## config.mk

```make
export PLATFORM = sky130hd
export DESIGN_NAME = pasd_decoder
export DESIGN_NICKNAME = d
export VERILOG_FILES = /design/src/common/pasd_pkg.sv /design/src/common/pasd_if.sv /design/src/hw/pasd_decoder.sv /design/src/hw/pasd_loop_router.sv /design/src/hw/pasd_word_reader.sv
export SDC_FILE = /design/constraint.sdc
export NUM_CORES = 1
export LEC_CHECK = 0
export CAP_MARGIN = 25
export CORE_ASPECT_RATIO = 2
export CORE_MARGIN = 4
export CORE_UTILIZATION = 50
export CTS_BUF_LIST = sky130_fd_sc_hd__clkbuf_4 sky130_fd_sc_hd__clkbuf_8
export CTS_CLUSTER_DIAMETER = 120
export CTS_CLUSTER_SIZE = 30
export DETAILED_ROUTE_END_ITERATION = 8
export DONT_BUFFER_PORTS = 1
export GPL_TIMING_DRIVEN = 1
export PLACE_DENSITY = 0.77
export SETUP_SLACK_MARGIN = 0.2
export SYNTH_ARGS = -nofsm -noshare
export SYNTH_HDL_FRONTEND = slang
export SYNTH_SLANG_ARGS = --single-unit
```

## constraint.sdc

```tcl
create_clock -name clk -period 8.4 [get_ports clk]
set_input_delay 0.42 -clock clk [delete_from_list [all_inputs] [get_ports clk]]
set_output_delay 0.42 -clock clk [all_outputs]
set_load 0.01 [all_outputs]
```

## src/common/pasd_pkg.sv

```systemverilog
// Shared constants and types of the action specification decoder.
// Assumes 32-bit words in host memory and word-aligned control blocks.
package pasd_pkg;
  localparam int unsigned WORD_BYTES     = 4;
  localparam int unsigned CH_W           = 5;
  localparam int unsigned SPEC_IDX_W     = 2;
  // Command word fields.
  localparam int unsigned CMD_ZERO_LSB   = 16;
  localparam int unsigned CMD_FULL_BIT   = 15;
  localparam int unsigned CMD_CHONLY_BIT = 14;
  localparam int unsigned CMD_CH_LSB     = 8;
  localparam int unsigned CMD_GREINIT_BIT = 6;
  localparam int unsigned CMD_SCOPE_BIT  = 5;
  localparam int unsigned CMD_EXT_BIT    = 4;
  localparam int unsigned CMD_INT_BIT    = 3;
  localparam int unsigned CMD_ATTN_BIT   = 2;
  localparam int unsigned LB_CHN_BIT     = 8;
  // Serial core control block, in words.
  localparam int unsigned CB_CMD_WORDS   = 1;
  localparam int unsigned CB_RSV_WORDS   = 2;
  localparam int unsigned CB_TSA_WORDS   = 32;
  localparam int unsigned CB_SPEC_WORDS  = 128;
  localparam int unsigned CB_RXD_WORDS   = 32;
  localparam int unsigned CB_TXD_WORDS   = 32;
  localparam int unsigned CB_TSA_OFS     = CB_CMD_WORDS + CB_RSV_WORDS;
  localparam int unsigned CB_SPEC_OFS    = CB_TSA_OFS + CB_TSA_WORDS;
  localparam int unsigned CB_RXD_OFS     = CB_SPEC_OFS + CB_SPEC_WORDS;
  localparam int unsigned CB_TXD_OFS     = CB_RXD_OFS + CB_RXD_WORDS;
  localparam int unsigned NUM_CH         = 32;
  localparam int unsigned SPEC_PER_CH    = CB_SPEC_WORDS / NUM_CH;
  // Local-bus control block, in words.
  localparam int unsigned LB_CMD_WORDS   = 1;
  localparam int unsigned LB_SPEC_WORDS  = 4;
  localparam int unsigned LB_RXD_WORDS   = 2;
  localparam int unsigned LB_TXD_WORDS   = 2;
  localparam int unsigned LB_SPEC_OFS    = LB_CMD_WORDS;
  localparam int unsigned LB_NUM_CH      = 2;
  localparam int unsigned LB_SPEC_PER_CH = LB_SPEC_WORDS / LB_NUM_CH;
  // Loop codes, ordered {scope, external, internal}.
  localparam logic [2:0] LCODE_NONE  = 3'h0;
  localparam logic [2:0] LCODE_CINT  = 3'h1;
  localparam logic [2:0] LCODE_CEXT  = 3'h2;
  localparam logic [2:0] LCODE_OFF   = 3'h3;
  localparam logic [2:0] LCODE_BAD0  = 3'h4;
  localparam logic [2:0] LCODE_CHINT = 3'h5;
  localparam logic [2:0] LCODE_CHEXT = 3'h6;
  localparam logic [2:0] LCODE_BAD1  = 3'h7;
  typedef enum logic [2:0] {
    PASD_LOOP_OFF, PASD_LOOP_CINT, PASD_LOOP_CEXT, PASD_LOOP_CHINT, PASD_LOOP_CHEXT
  } pasd_loop_type;
  // Reset values.
  localparam pasd_loop_type RST_LOOP_MODE = PASD_LOOP_OFF;
  localparam logic [31:0]   RST_WORD      = 32'h0000_0000;
  localparam logic [4:0]    RST_CH        = 5'h00;
  localparam logic [7:0]    RST_IDX       = 8'h00;
  localparam logic          RST_BIT       = 1'b0;
endpackage

```

## src/common/pasd_if.sv

```systemverilog
// Carriers between the decoder and its two helper modules.
// Assumes all three modules share one clock.
`timescale 1ns/1ps
interface pasd_rd_if #(parameter int unsigned ADDR_W = 32);
  logic              start;
  logic [ADDR_W-1:0] addr;
  logic              done;
  logic [31:0]       data;
  modport client (output start, output addr, input done, input data);
  modport server (input start, input addr, output done, output data);
endinterface // pasd_rd_if

interface pasd_loop_if;
  logic       load;
  logic [2:0] code;
  logic [4:0] chan;
  modport source (output load, output code, output chan);
  modport sink   (input load, input code, input chan);
endinterface // pasd_loop_if

```

## src/hw/pasd_decoder.sv

```systemverilog
// Action specification decoder: fetches and executes host commands.
// Assumes host software fills the control blocks before raising a request.
//
// Operation
// - One command word fetch per action request from either request bit.
// - Each action happens only when its own command bit is one.
// - Core block: command, 2 reserved, 32 slot, 128 spec, 32+32 descriptors.
// - Local block: command, 4 spec words, 2 plus 2 descriptor addresses.
// - Full init reads all slot words and the numbered channel's spec.
// - Channel-only init reads the numbered channel's spec, slots untouched.
// - Global reinit loads all slots and every channel spec.
// - Attention bit clears the interrupt queue counter.
// - Loop bits decode to none, complete, channelwise, off or illegal.
// - Complete external loop sends serial input back out.
// - Complete internal loop feeds output to input, pin ignored.
// - Channelwise external loop reflects the chosen channel input to output.
// - Channelwise internal loop reflects the chosen channel output to input.
`timescale 1ns/1ps
module pasd_decoder #(
  parameter int unsigned ADDR_W = 32
) (
  // Clock and reset.
  input  wire logic                    clk,
  input  wire logic                    sys_rst,
  // Action request pulses from the command register.
  input  wire logic                    serial_core_action_request,
  input  wire logic                    local_bus_action_request,
  // Control block base byte addresses.
  input  wire logic [ADDR_W-1:0]       control_config_block_base,
  input  wire logic [ADDR_W-1:0]       local_bus_config_block_base,
  // Host memory read port.
  output logic                         mem_rd_req,
  output logic [ADDR_W-1:0]            mem_addr,
  input  wire logic                    mem_rd_ack,
  input  wire logic [31:0]             mem_rd_data,
  // Writes into the channel state store.
  output logic                         tsa_wr,
  output logic [pasd_pkg::CH_W-1:0]    tsa_idx,
  output logic                         spec_wr,
  output logic                         spec_lb,
  output logic [pasd_pkg::CH_W-1:0]    spec_ch,
  output logic [pasd_pkg::SPEC_IDX_W-1:0] spec_word,
  output logic [31:0]                  cfg_data,
  // Interrupt queue counter clears.
  output logic                         irq_cnt_clr,
  output logic                         lb_irq_cnt_clr,
  // Status.
  output logic                         busy,
  output logic                         cmd_reject,
  output logic                         action_done,
  // Serial data paths and loop state.
  input  wire logic                    ser_rx_pin,
  input  wire logic                    core_tx_data,
  output logic                         ser_tx_pin,
  output logic                         core_rx_data,
  output pasd_pkg::pasd_loop_type      loop_mode,
  output logic [pasd_pkg::CH_W-1:0]    loop_chan,
  output logic                         chan_loop_int,
  output logic                         chan_loop_ext
);
  import pasd_pkg::*;

  if (ADDR_W < 12 || ADDR_W > 32) begin : g_bad_width
    $error("ADDR_W must lie between 12 and 32.");
  end

  typedef enum logic [2:0] {ST_IDLE, ST_CMD, ST_DEC, ST_TSA, ST_SPEC} pasd_state_type;

  pasd_state_type    state_r;
  pasd_state_type    state_nxt;
  logic              pend_core_r;
  logic              pend_lb_r;
  logic              src_lb_r;
  logic              src_lb_nxt;
  logic              all_r;
  logic              all_nxt;
  logic              wait_r;
  logic [7:0]        idx_r;
  logic [7:0]        idx_nxt;
  logic [31:0]       cmd_r;
  logic              tsa_wr_r;
  logic [CH_W-1:0]   tsa_idx_r;
  logic              spec_wr_r;
  logic              spec_lb_r;
  logic [CH_W-1:0]   spec_ch_r;
  logic [SPEC_IDX_W-1:0] spec_word_r;
  logic [31:0]       cfg_data_r;
  logic              irq_clr_r;
  logic              lb_irq_clr_r;
  logic              reject_r;
  logic              done_r;

  pasd_rd_if #(.ADDR_W(ADDR_W)) rd ();
  pasd_loop_if                  lp ();

  wire logic         take_core;
  wire logic         take_lb;
  assign take_core = (state_r == ST_IDLE) & pend_core_r;
  assign take_lb   = (state_r == ST_IDLE) & pend_lb_r & ~pend_core_r;

  wire logic         full_init_flag;
  wire logic         channel_only_init_flag;
  wire logic         global_reinit_flag;
  wire logic         irq_queue_attention;
  wire logic         loop_scope_select;
  wire logic         loop_external_select;
  wire logic         loop_internal_select;
  wire logic [2:0]   loop_code;
  wire logic [CH_W-1:0] cmd_ch;
  wire logic         loop_bad;
  wire logic         init_multi;
  wire logic         cmd_illegal;
  wire logic         in_dec;
  wire logic         dec_ok;

  // The local-bus word has no full init, global reinit or loop fields.
  assign full_init_flag         = cmd_r[CMD_FULL_BIT] & ~src_lb_r;
  assign channel_only_init_flag = cmd_r[CMD_CHONLY_BIT];
  assign global_reinit_flag     = cmd_r[CMD_GREINIT_BIT] & ~src_lb_r;
  assign irq_queue_attention    = cmd_r[CMD_ATTN_BIT];
  assign loop_scope_select      = cmd_r[CMD_SCOPE_BIT] & ~src_lb_r;
  assign loop_external_select   = cmd_r[CMD_EXT_BIT] & ~src_lb_r;
  assign loop_internal_select   = cmd_r[CMD_INT_BIT] & ~src_lb_r;
  assign loop_code = {loop_scope_select, loop_external_select, loop_internal_select};
  assign cmd_ch = src_lb_r ? {4'h0, cmd_r[LB_CHN_BIT]} : cmd_r[CMD_CH_LSB +: CH_W];
  assign loop_bad   = (loop_code == LCODE_BAD0) | (loop_code == LCODE_BAD1);
  assign init_multi = (full_init_flag & channel_only_init_flag)
                    | (full_init_flag & global_reinit_flag)
                    | (channel_only_init_flag & global_reinit_flag);
  assign cmd_illegal = loop_bad | init_multi;
  assign in_dec      = (state_r == ST_DEC);
  assign dec_ok      = in_dec & ~cmd_illegal;

  // Fetch address generation.
  wire logic         fetching;
  wire logic [7:0]   spec_cnt;
  wire logic [8:0]   spec_first;
  wire logic [8:0]   word_ofs;
  wire logic [ADDR_W-1:0] blk_base;
  wire logic         last_tsa;
  wire logic         last_spec;

  assign fetching = (state_r == ST_CMD) | (state_r == ST_TSA) | (state_r == ST_SPEC);
  assign spec_cnt = src_lb_r ? 8'(LB_SPEC_PER_CH)
                  : (all_r ? 8'(CB_SPEC_WORDS) : 8'(SPEC_PER_CH));
  assign spec_first = src_lb_r ? 9'(LB_SPEC_OFS) + 9'(cmd_ch) * 9'(LB_SPEC_PER_CH)
                    : (all_r ? 9'(CB_SPEC_OFS)
                             : 9'(CB_SPEC_OFS) + 9'(cmd_ch) * 9'(SPEC_PER_CH));
  assign word_ofs = (state_r == ST_TSA)  ? 9'(CB_TSA_OFS) + {1'b0, idx_r}
                  : (state_r == ST_SPEC) ? spec_first + {1'b0, idx_r}
                  : 9'h000;
  // Low address bits are dropped; the host keeps the bases word aligned.
  assign blk_base = src_lb_r ? {local_bus_config_block_base[ADDR_W-1:2], 2'b00}
                             : {control_config_block_base[ADDR_W-1:2], 2'b00};
  assign rd.start = fetching & ~wait_r;
  assign rd.addr  = blk_base + ADDR_W'({word_ofs, 2'b00});
  assign last_tsa  = (idx_r == 8'(CB_TSA_WORDS - 1));
  assign last_spec = (idx_r == spec_cnt - 8'h01);

  // Loop commands only come from the core word and only when legal.
  assign lp.load = dec_ok & (loop_code != LCODE_NONE);
  assign lp.code = loop_code;
  assign lp.chan = cmd_ch;

  always_comb begin
    state_nxt  = state_r;
    idx_nxt    = idx_r;
    all_nxt    = all_r;
    src_lb_nxt = src_lb_r;
    case (state_r)
      ST_IDLE: begin
        if (take_core) begin
          src_lb_nxt = 1'b0;
          state_nxt  = ST_CMD;
        end else if (take_lb) begin
          src_lb_nxt = 1'b1;
          state_nxt  = ST_CMD;
        end
      end
      ST_CMD: begin
        if (rd.done) begin
          state_nxt = ST_DEC;
        end
      end
      ST_DEC: begin
        idx_nxt = RST_IDX;
        all_nxt = global_reinit_flag;
        if (cmd_illegal) begin
          state_nxt = ST_IDLE;
        end else if (full_init_flag || global_reinit_flag) begin
          state_nxt = ST_TSA;
        end else if (channel_only_init_flag) begin
          state_nxt = ST_SPEC;
        end else begin
          state_nxt = ST_IDLE;
        end
      end
      ST_TSA: begin
        if (rd.done) begin
          if (last_tsa) begin
            idx_nxt   = RST_IDX;
            state_nxt = ST_SPEC;
          end else begin
            idx_nxt = idx_r + 8'h01;
          end
        end
      end
      ST_SPEC: begin
        if (rd.done) begin
          if (last_spec) begin
            state_nxt = ST_IDLE;
          end else begin
            idx_nxt = idx_r + 8'h01;
          end
        end
      end
      default: begin
        state_nxt = ST_IDLE;
      end
    endcase
  end

  always_ff @(posedge clk or posedge sys_rst) begin
    if (sys_rst) begin
      state_r  <= ST_IDLE;
      idx_r    <= RST_IDX;
      all_r    <= RST_BIT;
      src_lb_r <= RST_BIT;
    end else begin
      state_r  <= state_nxt;
      idx_r    <= idx_nxt;
      all_r    <= all_nxt;
      src_lb_r <= src_lb_nxt;
    end
  end

  // A new request wins over the take in the same cycle, so none is lost.
  always_ff @(posedge clk or posedge sys_rst) begin
    if (sys_rst) begin
      pend_core_r <= RST_BIT;
      pend_lb_r   <= RST_BIT;
    end else begin
      pend_core_r <= serial_core_action_request | (pend_core_r & ~take_core);
      pend_lb_r   <= local_bus_action_request | (pend_lb_r & ~take_lb);
    end
  end

  always_ff @(posedge clk or posedge sys_rst) begin
    if (sys_rst) begin
      wait_r <= RST_BIT;
      cmd_r  <= RST_WORD;
    end else begin
      wait_r <= (wait_r & ~rd.done) | rd.start;
      if ((state_r == ST_CMD) && rd.done) begin
        cmd_r <= rd.data;
      end
    end
  end

  // Store writes carry the fetched word one cycle after it arrives.
  always_ff @(posedge clk or posedge sys_rst) begin
    if (sys_rst) begin
      tsa_wr_r    <= RST_BIT;
      spec_wr_r   <= RST_BIT;
      tsa_idx_r   <= RST_CH;
      spec_lb_r   <= RST_BIT;
      spec_ch_r   <= RST_CH;
      spec_word_r <= '0;
      cfg_data_r  <= RST_WORD;
    end else begin
      tsa_wr_r  <= (state_r == ST_TSA) & rd.done;
      spec_wr_r <= (state_r == ST_SPEC) & rd.done;
      if (rd.done && (state_r != ST_CMD)) begin
        tsa_idx_r   <= idx_r[CH_W-1:0];
        spec_lb_r   <= src_lb_r;
        spec_ch_r   <= all_r ? idx_r[CH_W+SPEC_IDX_W-1:SPEC_IDX_W] : cmd_ch;
        spec_word_r <= idx_r[SPEC_IDX_W-1:0];
        cfg_data_r  <= rd.data;
      end
    end
  end

  always_ff @(posedge clk or posedge sys_rst) begin
    if (sys_rst) begin
      irq_clr_r    <= RST_BIT;
      lb_irq_clr_r <= RST_BIT;
      reject_r     <= RST_BIT;
      done_r       <= RST_BIT;
    end else begin
      irq_clr_r    <= dec_ok & irq_queue_attention & ~src_lb_r;
      lb_irq_clr_r <= dec_ok & irq_queue_attention & src_lb_r;
      reject_r     <= in_dec & cmd_illegal;
      done_r       <= (state_r != ST_IDLE) & (state_nxt == ST_IDLE);
    end
  end

  assign tsa_wr         = tsa_wr_r;
  assign tsa_idx        = tsa_idx_r;
  assign spec_wr        = spec_wr_r;
  assign spec_lb        = spec_lb_r;
  assign spec_ch        = spec_ch_r;
  assign spec_word      = spec_word_r;
  assign cfg_data       = cfg_data_r;
  assign irq_cnt_clr    = irq_clr_r;
  assign lb_irq_cnt_clr = lb_irq_clr_r;
  assign cmd_reject     = reject_r;
  assign action_done    = done_r;
  assign busy           = (state_r != ST_IDLE) | pend_core_r | pend_lb_r;

  pasd_word_reader #(
    .ADDR_W      (ADDR_W)
  ) u_reader (
    .clk         (clk),
    .sys_rst     (sys_rst),
    .rd          (rd.server),
    .mem_rd_req  (mem_rd_req),
    .mem_addr    (mem_addr),
    .mem_rd_ack  (mem_rd_ack),
    .mem_rd_data (mem_rd_data)
  );

  pasd_loop_router u_loop (
    .clk           (clk),
    .sys_rst       (sys_rst),
    .lp            (lp.sink),
    .ser_rx_pin    (ser_rx_pin),
    .core_tx_data  (core_tx_data),
    .ser_tx_pin    (ser_tx_pin),
    .core_rx_data  (core_rx_data),
    .loop_mode     (loop_mode),
    .loop_chan     (loop_chan),
    .chan_loop_int (chan_loop_int),
    .chan_loop_ext (chan_loop_ext)
  );
endmodule // pasd_decoder

```

## src/hw/pasd_loop_router.sv

```systemverilog
// Test loop state and serial data routing.
// Assumes the serial input pin is asynchronous to clk.
`timescale 1ns/1ps
module pasd_loop_router (
  // Clock and reset.
  input  wire logic              clk,
  input  wire logic              sys_rst,
  // Loop commands from the decoder.
  pasd_loop_if.sink              lp,
  // Serial data paths.
  input  wire logic              ser_rx_pin,
  input  wire logic              core_tx_data,
  output logic                   ser_tx_pin,
  output logic                   core_rx_data,
  // Loop state towards the channel logic.
  output pasd_pkg::pasd_loop_type loop_mode,
  output logic [4:0]             loop_chan,
  output logic                   chan_loop_int,
  output logic                   chan_loop_ext
);
  import pasd_pkg::*;
  pasd_loop_type mode_r;
  pasd_loop_type mode_nxt;
  logic [4:0]    chan_r;
  logic          sync1_r;
  logic          sync2_r;
  logic          sync3_r;
  logic          rx_filt_r;
  logic          tx_r;
  logic          rx_r;
  always_comb begin
    mode_nxt = mode_r;
    case (lp.code)
      LCODE_CINT:  mode_nxt = PASD_LOOP_CINT;
      LCODE_CEXT:  mode_nxt = PASD_LOOP_CEXT;
      LCODE_OFF:   mode_nxt = PASD_LOOP_OFF;
      LCODE_CHINT: mode_nxt = PASD_LOOP_CHINT;
      LCODE_CHEXT: mode_nxt = PASD_LOOP_CHEXT;
      default:     mode_nxt = mode_r;
    endcase
  end
  always_ff @(posedge clk or posedge sys_rst) begin
    if (sys_rst) begin
      mode_r <= RST_LOOP_MODE;
      chan_r <= RST_CH;
    end else if (lp.load) begin
      mode_r <= mode_nxt;
      chan_r <= lp.chan;
    end
  end
  // A pin change is taken only once two synchronised samples agree.
  always_ff @(posedge clk or posedge sys_rst) begin
    if (sys_rst) begin
      sync1_r   <= RST_BIT;
      sync2_r   <= RST_BIT;
      sync3_r   <= RST_BIT;
      rx_filt_r <= RST_BIT;
    end else begin
      sync1_r <= ser_rx_pin;
      sync2_r <= sync1_r;
      sync3_r <= sync2_r;
      if (sync2_r == sync3_r) begin
        rx_filt_r <= sync3_r;
      end
    end
  end
  always_ff @(posedge clk or posedge sys_rst) begin
    if (sys_rst) begin
      tx_r <= RST_BIT;
      rx_r <= RST_BIT;
    end else begin
      tx_r <= (mode_r == PASD_LOOP_CEXT) ? rx_filt_r : core_tx_data;
      rx_r <= (mode_r == PASD_LOOP_CINT) ? core_tx_data : rx_filt_r;
    end
  end
  assign ser_tx_pin    = tx_r;
  assign core_rx_data  = rx_r;
  assign loop_mode     = mode_r;
  assign loop_chan     = chan_r;
  assign chan_loop_int = (mode_r == PASD_LOOP_CHINT);
  assign chan_loop_ext = (mode_r == PASD_LOOP_CHEXT);
endmodule // pasd_loop_router

```

## src/hw/pasd_word_reader.sv

```systemverilog
// Single-word reader of host memory for the decoder.
// Assumes the memory port answers each held request with one ack pulse.
`timescale 1ns/1ps
module pasd_word_reader #(
  parameter int unsigned ADDR_W = 32
) (
  // Clock and reset.
  input  wire logic              clk,
  input  wire logic              sys_rst,
  // Requests from the decoder.
  pasd_rd_if.server              rd,
  // Host memory read port.
  output logic                   mem_rd_req,
  output logic [ADDR_W-1:0]      mem_addr,
  input  wire logic              mem_rd_ack,
  input  wire logic [31:0]       mem_rd_data
);
  import pasd_pkg::*;
  logic              req_r;
  logic              done_r;
  logic [ADDR_W-1:0] addr_r;
  logic [31:0]       data_r;
  wire logic         got;
  assign got = req_r & mem_rd_ack;
  // The request stays up until acked, so a slow memory never loses a word.
  always_ff @(posedge clk or posedge sys_rst) begin
    if (sys_rst) begin
      req_r  <= RST_BIT;
      done_r <= RST_BIT;
      addr_r <= '0;
      data_r <= RST_WORD;
    end else begin
      done_r <= got;
      if (got) begin
        req_r  <= 1'b0;
        data_r <= mem_rd_data;
      end else if (rd.start && !req_r) begin
        req_r  <= 1'b1;
        addr_r <= rd.addr;
      end
    end
  end
  assign mem_rd_req = req_r;
  assign mem_addr   = addr_r;
  assign rd.done    = done_r;
  assign rd.data    = data_r;
endmodule // pasd_word_reader

```

==> impl_metrics.ini, run 1 <==
[finish]
antenna_cells = 0
fin_area_um2 = 8750
final_util = 0.541
seqCellArea_um2 = 3880
drive_gt1_frac = 0.211
multi_input_area_um2 = 4070
finalNetCount = 857
syn_to_final_growth_pct = 6.36
stdcell_count = 948
n_fill_cell = 1450

[pwr]
p_switching_uw = 1050
power_density_nw_per_um2 = 321
power.leakage_uw = 0.00390
pwr-share-clk = 0.201
seq_power_share = 0.496
combPwrFrac = 0.303
ir_worst_vdd_v = 0.000203
intPower_uw = 1760
sw_frac_of_total = 0.375

[clock_network]
cts_root_buffer = clkbuf_8
path_clk_slew_ns = 0.08
clkSinkCount = 155
post-cts-setup-buffers = 0
holdBufCountCts = 2
cts_made_buffers = 17
htree_levels = 4
cts_buffer_depth = 2
cts_tree = built
cts.repair.resized = 0
clk-insertion-delay-late_ns = 0.44

[synthesis]
synthesis.area_um2 = 8230
synth_cell_types = 78
synth_enable_flop_cells = 0
ys.flop_type = dfrtp_1
syn_avg_cell_area_um2 = 11.1
async_flop_share = 1.00
synth_area_leaders = dfrtp_1 47%, mux2_2 13%, ha_1 3.0%, nand2_1 3.0%, o21ai_0 2.5%
synthTopCellsByCount = 155 x dfrtp_1, 93 x mux2_2, 66 x nand2_1
yosysWarningCount = 0
synth_most_common_cell = dfrtp_1
synth_top_area_share = 0.471
yosysTopAreaCell = dfrtp_1
synthCells = 744
seq_area_frac_synth = 0.471
ys_seq_elements = 155

[floorplanning]
die_area_um2 = 18700
rows = 66
die_w_um = 98.7
pin_count = 200
fp.coreArea_um2 = 16200
die_y_um = 189
start_util = 0.508

[timing]
relSlewSlack = 0.432
rsz0062_at_grt = no
max_clock_freq_ghz = 0.222
fin_crit_sh = 0.536
finalCriticalPeriod_ns = 4.50
worstMarginPinSlew_ns = 0.852
finalSetupViolCount = 0
hold_violations = 0
fin_skew_ns = 0.0135
fin_ws_ns = 3.90
report.final.slew_viol_count = 0
setup_tns_ns = 0

[routing]
route.met3.wl_um = 1040
num_vias = 5566
first_pass_iters = 4
highest_layer = met4
routed_wl_um = 18200
viasPerCell = 5.87
drtIter0Drc = 228
wl_met2_um = 10200
drc_errors = 0
wl_per_cell_um = 19.2
ant_nets = 0
drt-met1-wl_um = 6530

[job]
maxCapViolCount = 0

[global_routing]
grt_pass1_wl_um = 29200
grt_pass1_vias = 5739
antenna_found_initial = 0
grt_max_degree = 90
grt_overflow = 0
track_usage = 0.195

[worst_hold_path]
hp-class = in -> reg

[placement]
pre_cts_ws_ns = 3.93
dpl_cell_area_um2 = 8300
port_buffers = 0
hpwl_um = 13700
gp_congestion = 0.858
dp_cells = 913

[outcome]
status = complete, no violations

[setup_path]
crit_type = reg -> reg
endpoint_kind = flip-flop
reg2reg_slack_ns = 3.90
arrival_ns = 4.88
cp.required_ns = 8.77
crit_family = compound AO/OA/AOI/OAI gates
worst_setup_path_start_kind = flip-flop
cp_cell_sequence = buf_4 > nand2b_1 > ha_1 > a21o_1 > a21oi_1 > o21ai_0 > a31oi_1 > xor2_1 > o22ai_1 > ha_1 > a21o_1 > a21oi_1 > o21ai_1 > buf_4 > o21a_1 > or3_1 > nand3_1
crit_buf_inv = 2
critPathMaxFanout = 64
cp_slowest_stage_delay_ns = 0.59
slowest_stage = buf_4
==> cell usage in the layout (no fill, tap or decap), types with 6 or more instances in the layout <==
cell type	Yosys	final
nand4_1	9	9
nor2_1	32	32
nand2b_1	8	8
o21ai_1	10	9
o31ai_1	7	7
o22ai_1	7	7
ha_1	20	20
a21o_1	8	8
a21oi_1	26	26
o21ai_0	41	41
xnor2_1	19	19
nor2b_1	12	12
nand2_1	66	66
nor3_1	14	13
inv_1	14	13
and3_1	7	7
o21a_1	7	7
mux2_2	93	93
o2111ai_1	6	6
and2_1	8	8
nand3_1	18	18
xor2_1	16	16
mux2i_1	19	19
clkbuf_8	0	18
dfrtp_1	155	154
==> area by class of cell <==
class / instances / share of cell area
inverter: 14 / 0.00658
tap: 204 / 0.0292
multi-input combinational: 535 / 0.465
timing repair buffer: 9 / 0.0102
clock inverter: 12 / 0.0160
sequential: 155 / 0.443
clock buffer: 19 / 0.0292
==> state kept, by name, indices dropped and copies added (netlist names), 3 cells and up <==
name / cells
tsa_idx: 5
spec_ch: 5
cmd_r: 12
u_loop.loop_chan: 5
u_loop.loop_mode: 3
state_r: 3
idx_r: 8
u_reader.rd.data: 32
cfg_data: 32
u_reader.mem_addr: 30
==> worst reg2reg max path, delay by kind of cell, from the launching register on <==
family | cells | cell delay (ns)
AOI/OAI and AO/OA | 9 | 1.74
xor gates and xnor gates | 1 | 0.17
adders and majority gates | 2 | 0.69
buffers and inverters | 2 | 0.78
DFF | 1 | 0.34
and+or+nand+nor | 3 | 0.72
==> stage by stage <==
stage               hold slack (ns)  total power (uW)
floorplan                     0.331              2070
global placement              0.332              2230
detailed placement            0.336              2270
CTS                          0.0446              2840
global route                 0.0397              3010
finish                       0.0750              2810
==> logic make-up (layout without fill, tap and decap cells) <==
group	after synthesis	in the layout	share of synthesized area
AOI/OAI and AO/OA	153	153	0.127
and+or+nand+nor	206	206	0.135
xor gates and xnor gates	35	35	0.0373
adders and majority gates	24	24	0.0377
buffers and inverters	55	54	0.0360
other	1	2	0.000456
muxes	115	115	0.155
DFF	155	155	0.471
==> power groups by stage <==
| stage | combinational, uW | sequential [uW] | clock, uW |
|---|---|---|---|
| after floorplan | 774 | 1290 | 0 |
| after global placement | 824 | 1410 | 0 |
| after detailed placement | 853 | 1420 | 0 |
| after CTS | 857 | 1400 | 582 |
| after global routing | 960 | 1440 | 616 |
| final | 852 | 1390 | 563 |
==> path summary, 6_finish.rpt <==
check | startpoint | to | cells past startpoint
max | src_lb_r$_DFFE_PP0P_ | u_reader.mem_addr[26]$_DFFE_PP0P_ | 17
min | serial_core_action_request | pend_core_r$_DFF_PP0_ | 1
max reg2reg | src_lb_r$_DFFE_PP0P_ | u_reader.mem_addr[26]$_DFFE_PP0P_ | 17
min reg2reg | u_loop.sync1_r$_DFF_PP0_ | u_loop.sync2_r$_DFF_PP0_ | 0
max in group asynchronous | sys_rst | src_lb_r$_DFFE_PP0P_ | 3
min in group asynchronous | sys_rst | u_loop.sync3_r$_DFF_PP0_ | 2
==> layer usage <==
layer | track usage | vias to the layer above
met5 | 0 | -
met1 | 0.199 | 2729
met2 | 0.370 | 148
li1 | - | 2666
met3 | 0.0524 | 23
met4 | 0.0768 | 0
No activity file was read; power rests on OpenSTA's default activity.
==> run 2, diff against run 1 <==
==> constraint.sdc (replaced) <==
create_clock -name clk -period 4.55 [get_ports clk]
set_input_delay 0.2275 -clock clk [delete_from_list [all_inputs] [get_ports clk]]
set_output_delay 0.2275 -clock clk [all_outputs]
set_load 0.01 [all_outputs]
==> run 2 against run 1 <==
Worst setup slack got worse by 3.4 ns. First-iteration DRC count grew 33%. Largest cell class unchanged. Critical path depth shrank 1. Largest power group unchanged. Register-to-register slack got worse by 3.4 ns. Power grew 87%. Via count increased by 3.4%. Sequential share of layout area down 2.1 points. Sequential cell count stayed put. Non-clock buffer count grew 43. Clock-buffer cell count unchanged.
==> impl_metrics.ini, run 2 (synthesis gave the netlist of run 1 again) <==
[clock_network]
clkSinkCount = 155
path_clk_slew_ns = 0.10
post-cts-setup-buffers = 0
cts_root_buffer = clkbuf_8
cts_made_buffers = 17
htree_levels = 4
cts_buffer_depth = 2
holdBufCountCts = 38
cts.repair.resized = 0
clk-insertion-delay-late_ns = 0.46
cts_tree = built

[finish]
layout_commonest_cell = dfrtp_1
stdcell_count = 992
final_cell_mix = 154 x dfrtp_1, 93 x mux2_2, 66 x nand2_1, 41 x o21ai_0, 38 x dlygate4sd3_1
finalNetCount = 900
syn_to_final_growth_pct = 11.7
fin_area_um2 = 9190
drive_gt1_frac = 0.209
antenna_cells = 0
final_util = 0.568
n_fill_cell = 1396

[routing]
route.met3.wl_um = 1170
drt-met1-wl_um = 6670
drtIter0Drc = 304
viasPerCell = 5.80
drc_errors = 0
first_pass_iters = 5
highest_layer = met4
ant_nets = 0
wl_met2_um = 10700
num_vias = 5756
routed_wl_um = 19000
wl_per_cell_um = 19.2

[timing]
max_clock_freq_ghz = 0.249
fin_skew_ns = 0.0145
finalSetupViolCount = 0
hold_violations = 0
report.final.slew_viol_count = 0
fin_crit_sh = 0.884
finalCriticalPeriod_ns = 4.02
relSlewSlack = 0.491
setup_tns_ns = 0
worstMarginPinSlew_ns = 0.763
rsz0062_at_grt = no

[global_routing]
grt_pass1_wl_um = 31000
grt_overflow = 0
antenna_found_initial = 0
grt_pass1_vias = 5992
track_usage = 0.209
grt_max_degree = 145

[floorplanning]
die_area_um2 = 18700
die_y_um = 189
pin_count = 200
rows = 66
fp.coreArea_um2 = 16200
start_util = 0.508
die_w_um = 98.7

[pwr]
power_density_nw_per_um2 = 570
ir_worst_vdd_v = 0.000339
power.leakage_uw = 0.00411
p_switching_uw = 2010
intPower_uw = 3230
sw_frac_of_total = 0.384
pwr-share-clk = 0.197
combPwrFrac = 0.307
seq_power_share = 0.496
finalPower_uw = 5240

[setup_path]
cp.required_ns = 4.91
critPathMaxFanout = 9
crit_type = reg -> reg
endpoint_kind = flip-flop
worst_setup_path_start_kind = flip-flop
arrival_ns = 4.38

[placement]
dpl_cell_area_um2 = 8380
dp_cells = 920
gp_congestion = 0.869
port_buffers = 0
hpwl_um = 14000

[job]
maxCapViolCount = 0

[worst_hold_path]
hp-class = in -> reg

[outcome]
status = complete, no violations
## run 2: cell types whose count changed in the layout (fill, tap and decap cells not counted), sizes merged
cell         delta
clkinvlp        -2
buf             +6
clkinv          +4
bufinv          -1
dlygate4sd3    +36
clkbuf          +1
## run 2: critical path: stages (launching register included)
cell,delay [ns]
dfrtp_1,0.59
nor2_1,0.12
and2_1,0.21
ha_1,0.31
a21oi_1,0.13
nand2_1,0.10
a31o_2,0.28
a21o_1,0.18
a21oi_1,0.14
o21ai_0,0.15
ha_1,0.37
nand3_1,0.17
o21ai_1,0.30
buf_4,0.21
o211ai_2,0.13
o31a_1,0.30
o31ai_1,0.21
## run 2: power by group through the flow
stage	Clock, uW	Sequential (uW)	Combinational, uW
after CTS	1070	2610	1610
final	1030	2600	1610
after global placement	0	2620	1520
after global routing	1130	2680	1810
after detailed placement	0	2640	1580
after floorplan	0	2390	1430
## run 2: cell type report
class,count,area [um2],share of cell area
clock buffers,19,255,0.0278
clock inverters,13,136,0.0148
inverters,14,56.3,0.00612
multi-input cells,535,4070,0.443
flip-flops and latches,155,3880,0.422
well taps,204,255,0.0278
repair buffers,52,537,0.0584
## run 2: metal layers
layer | GRT usage | vias to the layer above
li1 | - | 2733
met1 | 0.221 | 2796
met2 | 0.388 | 197
met3 | 0.0516 | 30
met4 | 0.0836 | 0
met5 | 0 | -
## run 2: worst paths after layout
check	from	end	cells past startpoint	slack (ns)
worst max-delay path	all_r$_DFFE_PP0N_	u_reader.mem_addr[19]$_DFFE_PP0P_	16	0.53
worst min-delay path	control_config_block_base[24]	u_reader.mem_addr[24]$_DFFE_PP0P_	3	0.04
worst max register to register	all_r$_DFFE_PP0N_	u_reader.mem_addr[19]$_DFFE_PP0P_	16	0.53
worst min register to register	u_loop.sync1_r$_DFF_PP0_	u_loop.sync2_r$_DFF_PP0_	0	0.35
max in group asynchronous	sys_rst	src_lb_r$_DFFE_PP0P_	3	3.32
min in group asynchronous	sys_rst	u_loop.sync1_r$_DFF_PP0_	2	0.20
## run 2: metrics by stage
| stage | hold slack, ns | setup WS, ns |
|---|---|---|
| finish | 0.0391 | 0.529 |
| global route | 0.0734 | 0.256 |
| CTS | 0.0186 | 0.510 |
| detailed placement | 0.0669 | 0.546 |
| global placement | 0.0652 | 0.651 |
| floorplan | 0.259 | 0.494 |
==> run 3, diff against run 2 <==
--- a/config.mk
+++ b/config.mk
@@ -5,6 +5,7 @@
 export SDC_FILE = /design/constraint.sdc
 export NUM_CORES = 1
 export LEC_CHECK = 0
+export ABC_AREA = 1
 export CAP_MARGIN = 25
 export CORE_ASPECT_RATIO = 2
 export CORE_MARGIN = 4
@@ -15,7 +16,7 @@
 export DETAILED_ROUTE_END_ITERATION = 8
 export DONT_BUFFER_PORTS = 1
 export GPL_TIMING_DRIVEN = 1
-export PLACE_DENSITY = 0.77
+export PLACE_DENSITY = 0.68
 export SETUP_SLACK_MARGIN = 0.2
 export SYNTH_ARGS = -nofsm -noshare
 export SYNTH_HDL_FRONTEND = slang
==> constraint.sdc (replaced) <==
create_clock -name clk -period 3.4 [get_ports clk]
set_input_delay 0.17 -clock clk [delete_from_list [all_inputs] [get_ports clk]]
set_output_delay 0.17 -clock clk [all_outputs]
set_load 0.01 [all_outputs]
==> run 3 against run 2 <==
Synthesized cell count increased by 59%. Clock skew increased by 0.0014 ns. Clock power increased by 30%. Fmax increased by 25%. Critical path depth increased by 3. Power increased by 55%. Cell count increased by 47%. Area after synthesis increased by 2.9%. Sequential cell count unchanged. Global-route usage increased by 4.3 points. Die area increased by 2.8%. Critical endpoint is now u_reader.mem_addr[14]$_DFFE_PP0P_. Highest routed layer unchanged.
==> impl_metrics.ini, run 3 <==
[outcome]
status = complete, no violations

[global_routing]
grt_pass1_vias = 7573
grt_overflow = 0
track_usage = 0.252
antenna_found_initial = 0
grt_pass1_wl_um = 37500
grt_max_degree = 122

[synthesis]
async_flop_share = 1.00
synth_area_leaders = dfrtp_1 46%, nand2_1 23%, inv_1 5.5%, o21ai_0 4.8%, nand3_1 3.1%
ys_seq_elements = 155
synth_adder_area_share = 0.0355
synthTopCellsByCount = 518 x nand2_1, 155 x dfrtp_1, 124 x inv_1
synth_top_family_by_area = simple AND/OR/NAND/NOR gates
ys.flop_type = dfrtp_1
muxShareOfSynthArea = 0
synthSimpleGateAreaFrac = 0.320
synth_xor_area_frac = 0.0176
seq_area_frac_synth = 0.458
yosysTopAreaCell = dfrtp_1
synth_top_area_share = 0.458
synth_cell_types = 39
synthCells = 1183
syn_avg_cell_area_um2 = 7.16
synth_enable_flop_cells = 0
synth_compound_area_frac = 0.0873
synth_most_common_cell = nand2_1
synthesis.area_um2 = 8470
yosysWarningCount = 0

[setup_path]
critPathMaxFanout = 5
crit_top_cell = nand2_4
crit_path_end = u_reader.mem_addr[14]$_DFFE_PP0P_
endpoint_kind = flip-flop
crit_start = src_lb_r$_DFFE_PP0P_
r2r_start = src_lb_r$_DFFE_PP0P_
crit_type = reg -> reg
cp_slowest_stage_delay_ns = 0.46
worst_setup_path_start_kind = flip-flop
reg2regPathDepth = 19
slowest_stage = dfrtp_2
cp.required_ns = 3.76
reg2reg_to = u_reader.mem_addr[14]$_DFFE_PP0P_
cp_cell_sequence = nor2_4 > inv_4 > nor2_4 > ha_4 > a21oi_2 > nand2_2 > a21o_1 > a21oi_2 > o21ai_1 > a21oi_1 > ha_1 > nand2_1 > nand2_2 > a21oi_4 > nand2_4 > nand2_4 > nand2_4 > xor2_1 > o21ai_0
arrival_ns = 3.57
reg2reg_slack_ns = 0.19

[worst_hold_path]
hp-class = in -> reg

[timing]
max_clock_freq_ghz = 0.312
finalCriticalPeriod_ns = 3.21
setup_tns_ns = 0
fin_hold_ws_ns = 0.0523
relSlewSlack = 0.516
worstMarginPinSlew_ns = 0.724
report.final.slew_viol_count = 0
fin_skew_ns = 0.0159
finalSetupViolCount = 0
fin_crit_sh = 0.943
hold_violations = 0
rsz0062_at_grt = yes

[clock_network]
clk-insertion-delay-late_ns = 0.45
cts_buffer_depth = 2
cts_root_buffer = clkbuf_8
cts_tree = built
cts_made_buffers = 17
clkSinkCount = 155
path_clk_slew_ns = 0.09
htree_levels = 4

[floorplanning]
rows = 67
start_util = 0.508
die_area_um2 = 19200
pin_count = 200
fp.coreArea_um2 = 16700
die_w_um = 100
die_y_um = 192

[routing]
drtIter0Drc = 291
first_pass_iters = 5
num_vias = 7651
routed_wl_um = 24200
viasPerCell = 5.26
wl_per_cell_um = 16.6
drc_errors = 0
ant_nets = 0

[finish]
multi_input_area_um2 = 4390
drive_gt1_frac = 0.145
stdcell_count = 1454
layout_commonest_cell = nand2_1
n_fill_cell = 1543
syn_to_final_growth_pct = 18.6
fin_area_um2 = 10000
antenna_cells = 0
seqCellArea_um2 = 3880
finalNetCount = 1359
final_cell_mix = 477 x nand2_1, 154 x dfrtp_1, 117 x inv_1, 70 x o21ai_0, 58 x nor2_1

[placement]
hpwl_um = 17700
dpl_cell_area_um2 = 8720
gp_congestion = 0.918
port_buffers = 0
dp_cells = 1370

[pwr]
power_density_nw_per_um2 = 806
ir_worst_vdd_v = 0.000507
power.leakage_uw = 0.00521
finalPower_uw = 8100

[job]
maxCapViolCount = 0
-- run 3: metrics by stage --
step                utilization  setup slack [ns]
finish                    0.602             0.195
global route              0.602            0.0381
CTS                       0.573             0.201
detailed placement        0.522            0.0663
global placement          0.522            0.0584
floorplan                     -             0.195
-- run 3: worst max-delay path, delay by kind of cell, from the launching register on --
family,cells,cell delay (ns)
xor gates and xnor gates,1,0.14
adders and majority gates,2,0.55
AOI/OAI and AO/OA,7,1.06
and+or+nand+nor,8,0.85
DFF,1,0.46
buffers and inverters,1,0.07
-- run 3: cell type report --
| cell class | instances | share of cell area |
|---|---|---|
| Multi-Input combinational cell | 858 | 0.437 |
| Tap cell | 207 | 0.0258 |
| Inverter | 131 | 0.0498 |
| Clock inverter | 15 | 0.0138 |
| Clock buffer | 17 | 0.0233 |
| Timing Repair Buffer | 71 | 0.0641 |
| Sequential cell | 155 | 0.386 |
-- run 3: worst min path at each step --
stage                                        from                                 to  slack (ns)  cells past startpoint
floorplan                              ser_rx_pin           u_loop.sync1_r$_DFF_PP0_        0.20                      0
global placement                       ser_rx_pin           u_loop.sync1_r$_DFF_PP0_        0.20                      0
detailed placement                     ser_rx_pin           u_loop.sync1_r$_DFF_PP0_        0.20                      0
CTS                 control_config_block_base[28]  u_reader.mem_addr[28]$_DFFE_PP0P_        0.02                      6
global route        control_config_block_base[26]  u_reader.mem_addr[26]$_DFFE_PP0P_        0.07                      5
finish              control_config_block_base[28]  u_reader.mem_addr[28]$_DFFE_PP0P_        0.05                      6
-- run 3: power by group --
part / switching (uW) / total, uW / internal [uW]
Combinational: 2190 / 3380 / 1190
Clock: 749 / 1340 / 590
Sequential: 788 / 3380 / 2590
Total: 3730 / 8100 / 4370
-- run 3: kinds of logic (layout without fill, tap and decap cells) --
family / count (synthesis) / count (layout)
AND/OR/NAND/NOR: 678 / 678
buffers and inverters: 171 / 234
flip-flops: 155 / 155
AO/OA/AOI/OAI: 138 / 138
adder cells (fa/ha/maj): 23 / 23
XOR/XNOR: 17 / 17
other: 1 / 2
-- run 3: layer usage --
metal / vias up / track usage / share of wire
met5: - / 0 / 0
met4: 0 / 0.145 / 0.054
met3: 65 / 0.0491 / 0.050
met2: 245 / 0.477 / 0.55
met1: 3562 / 0.247 / 0.34
li1: 3779 / - / -
-- run 3: what timing repair did --
action | CTS | global route
setup buffers | 3 | 11
setup endpoints to repair | 20 | 24
hold endpoints to repair | 193 | 0
resized for setup | 15 | 111
hold buffers | 38 | 0
pin swaps | 8 | 58
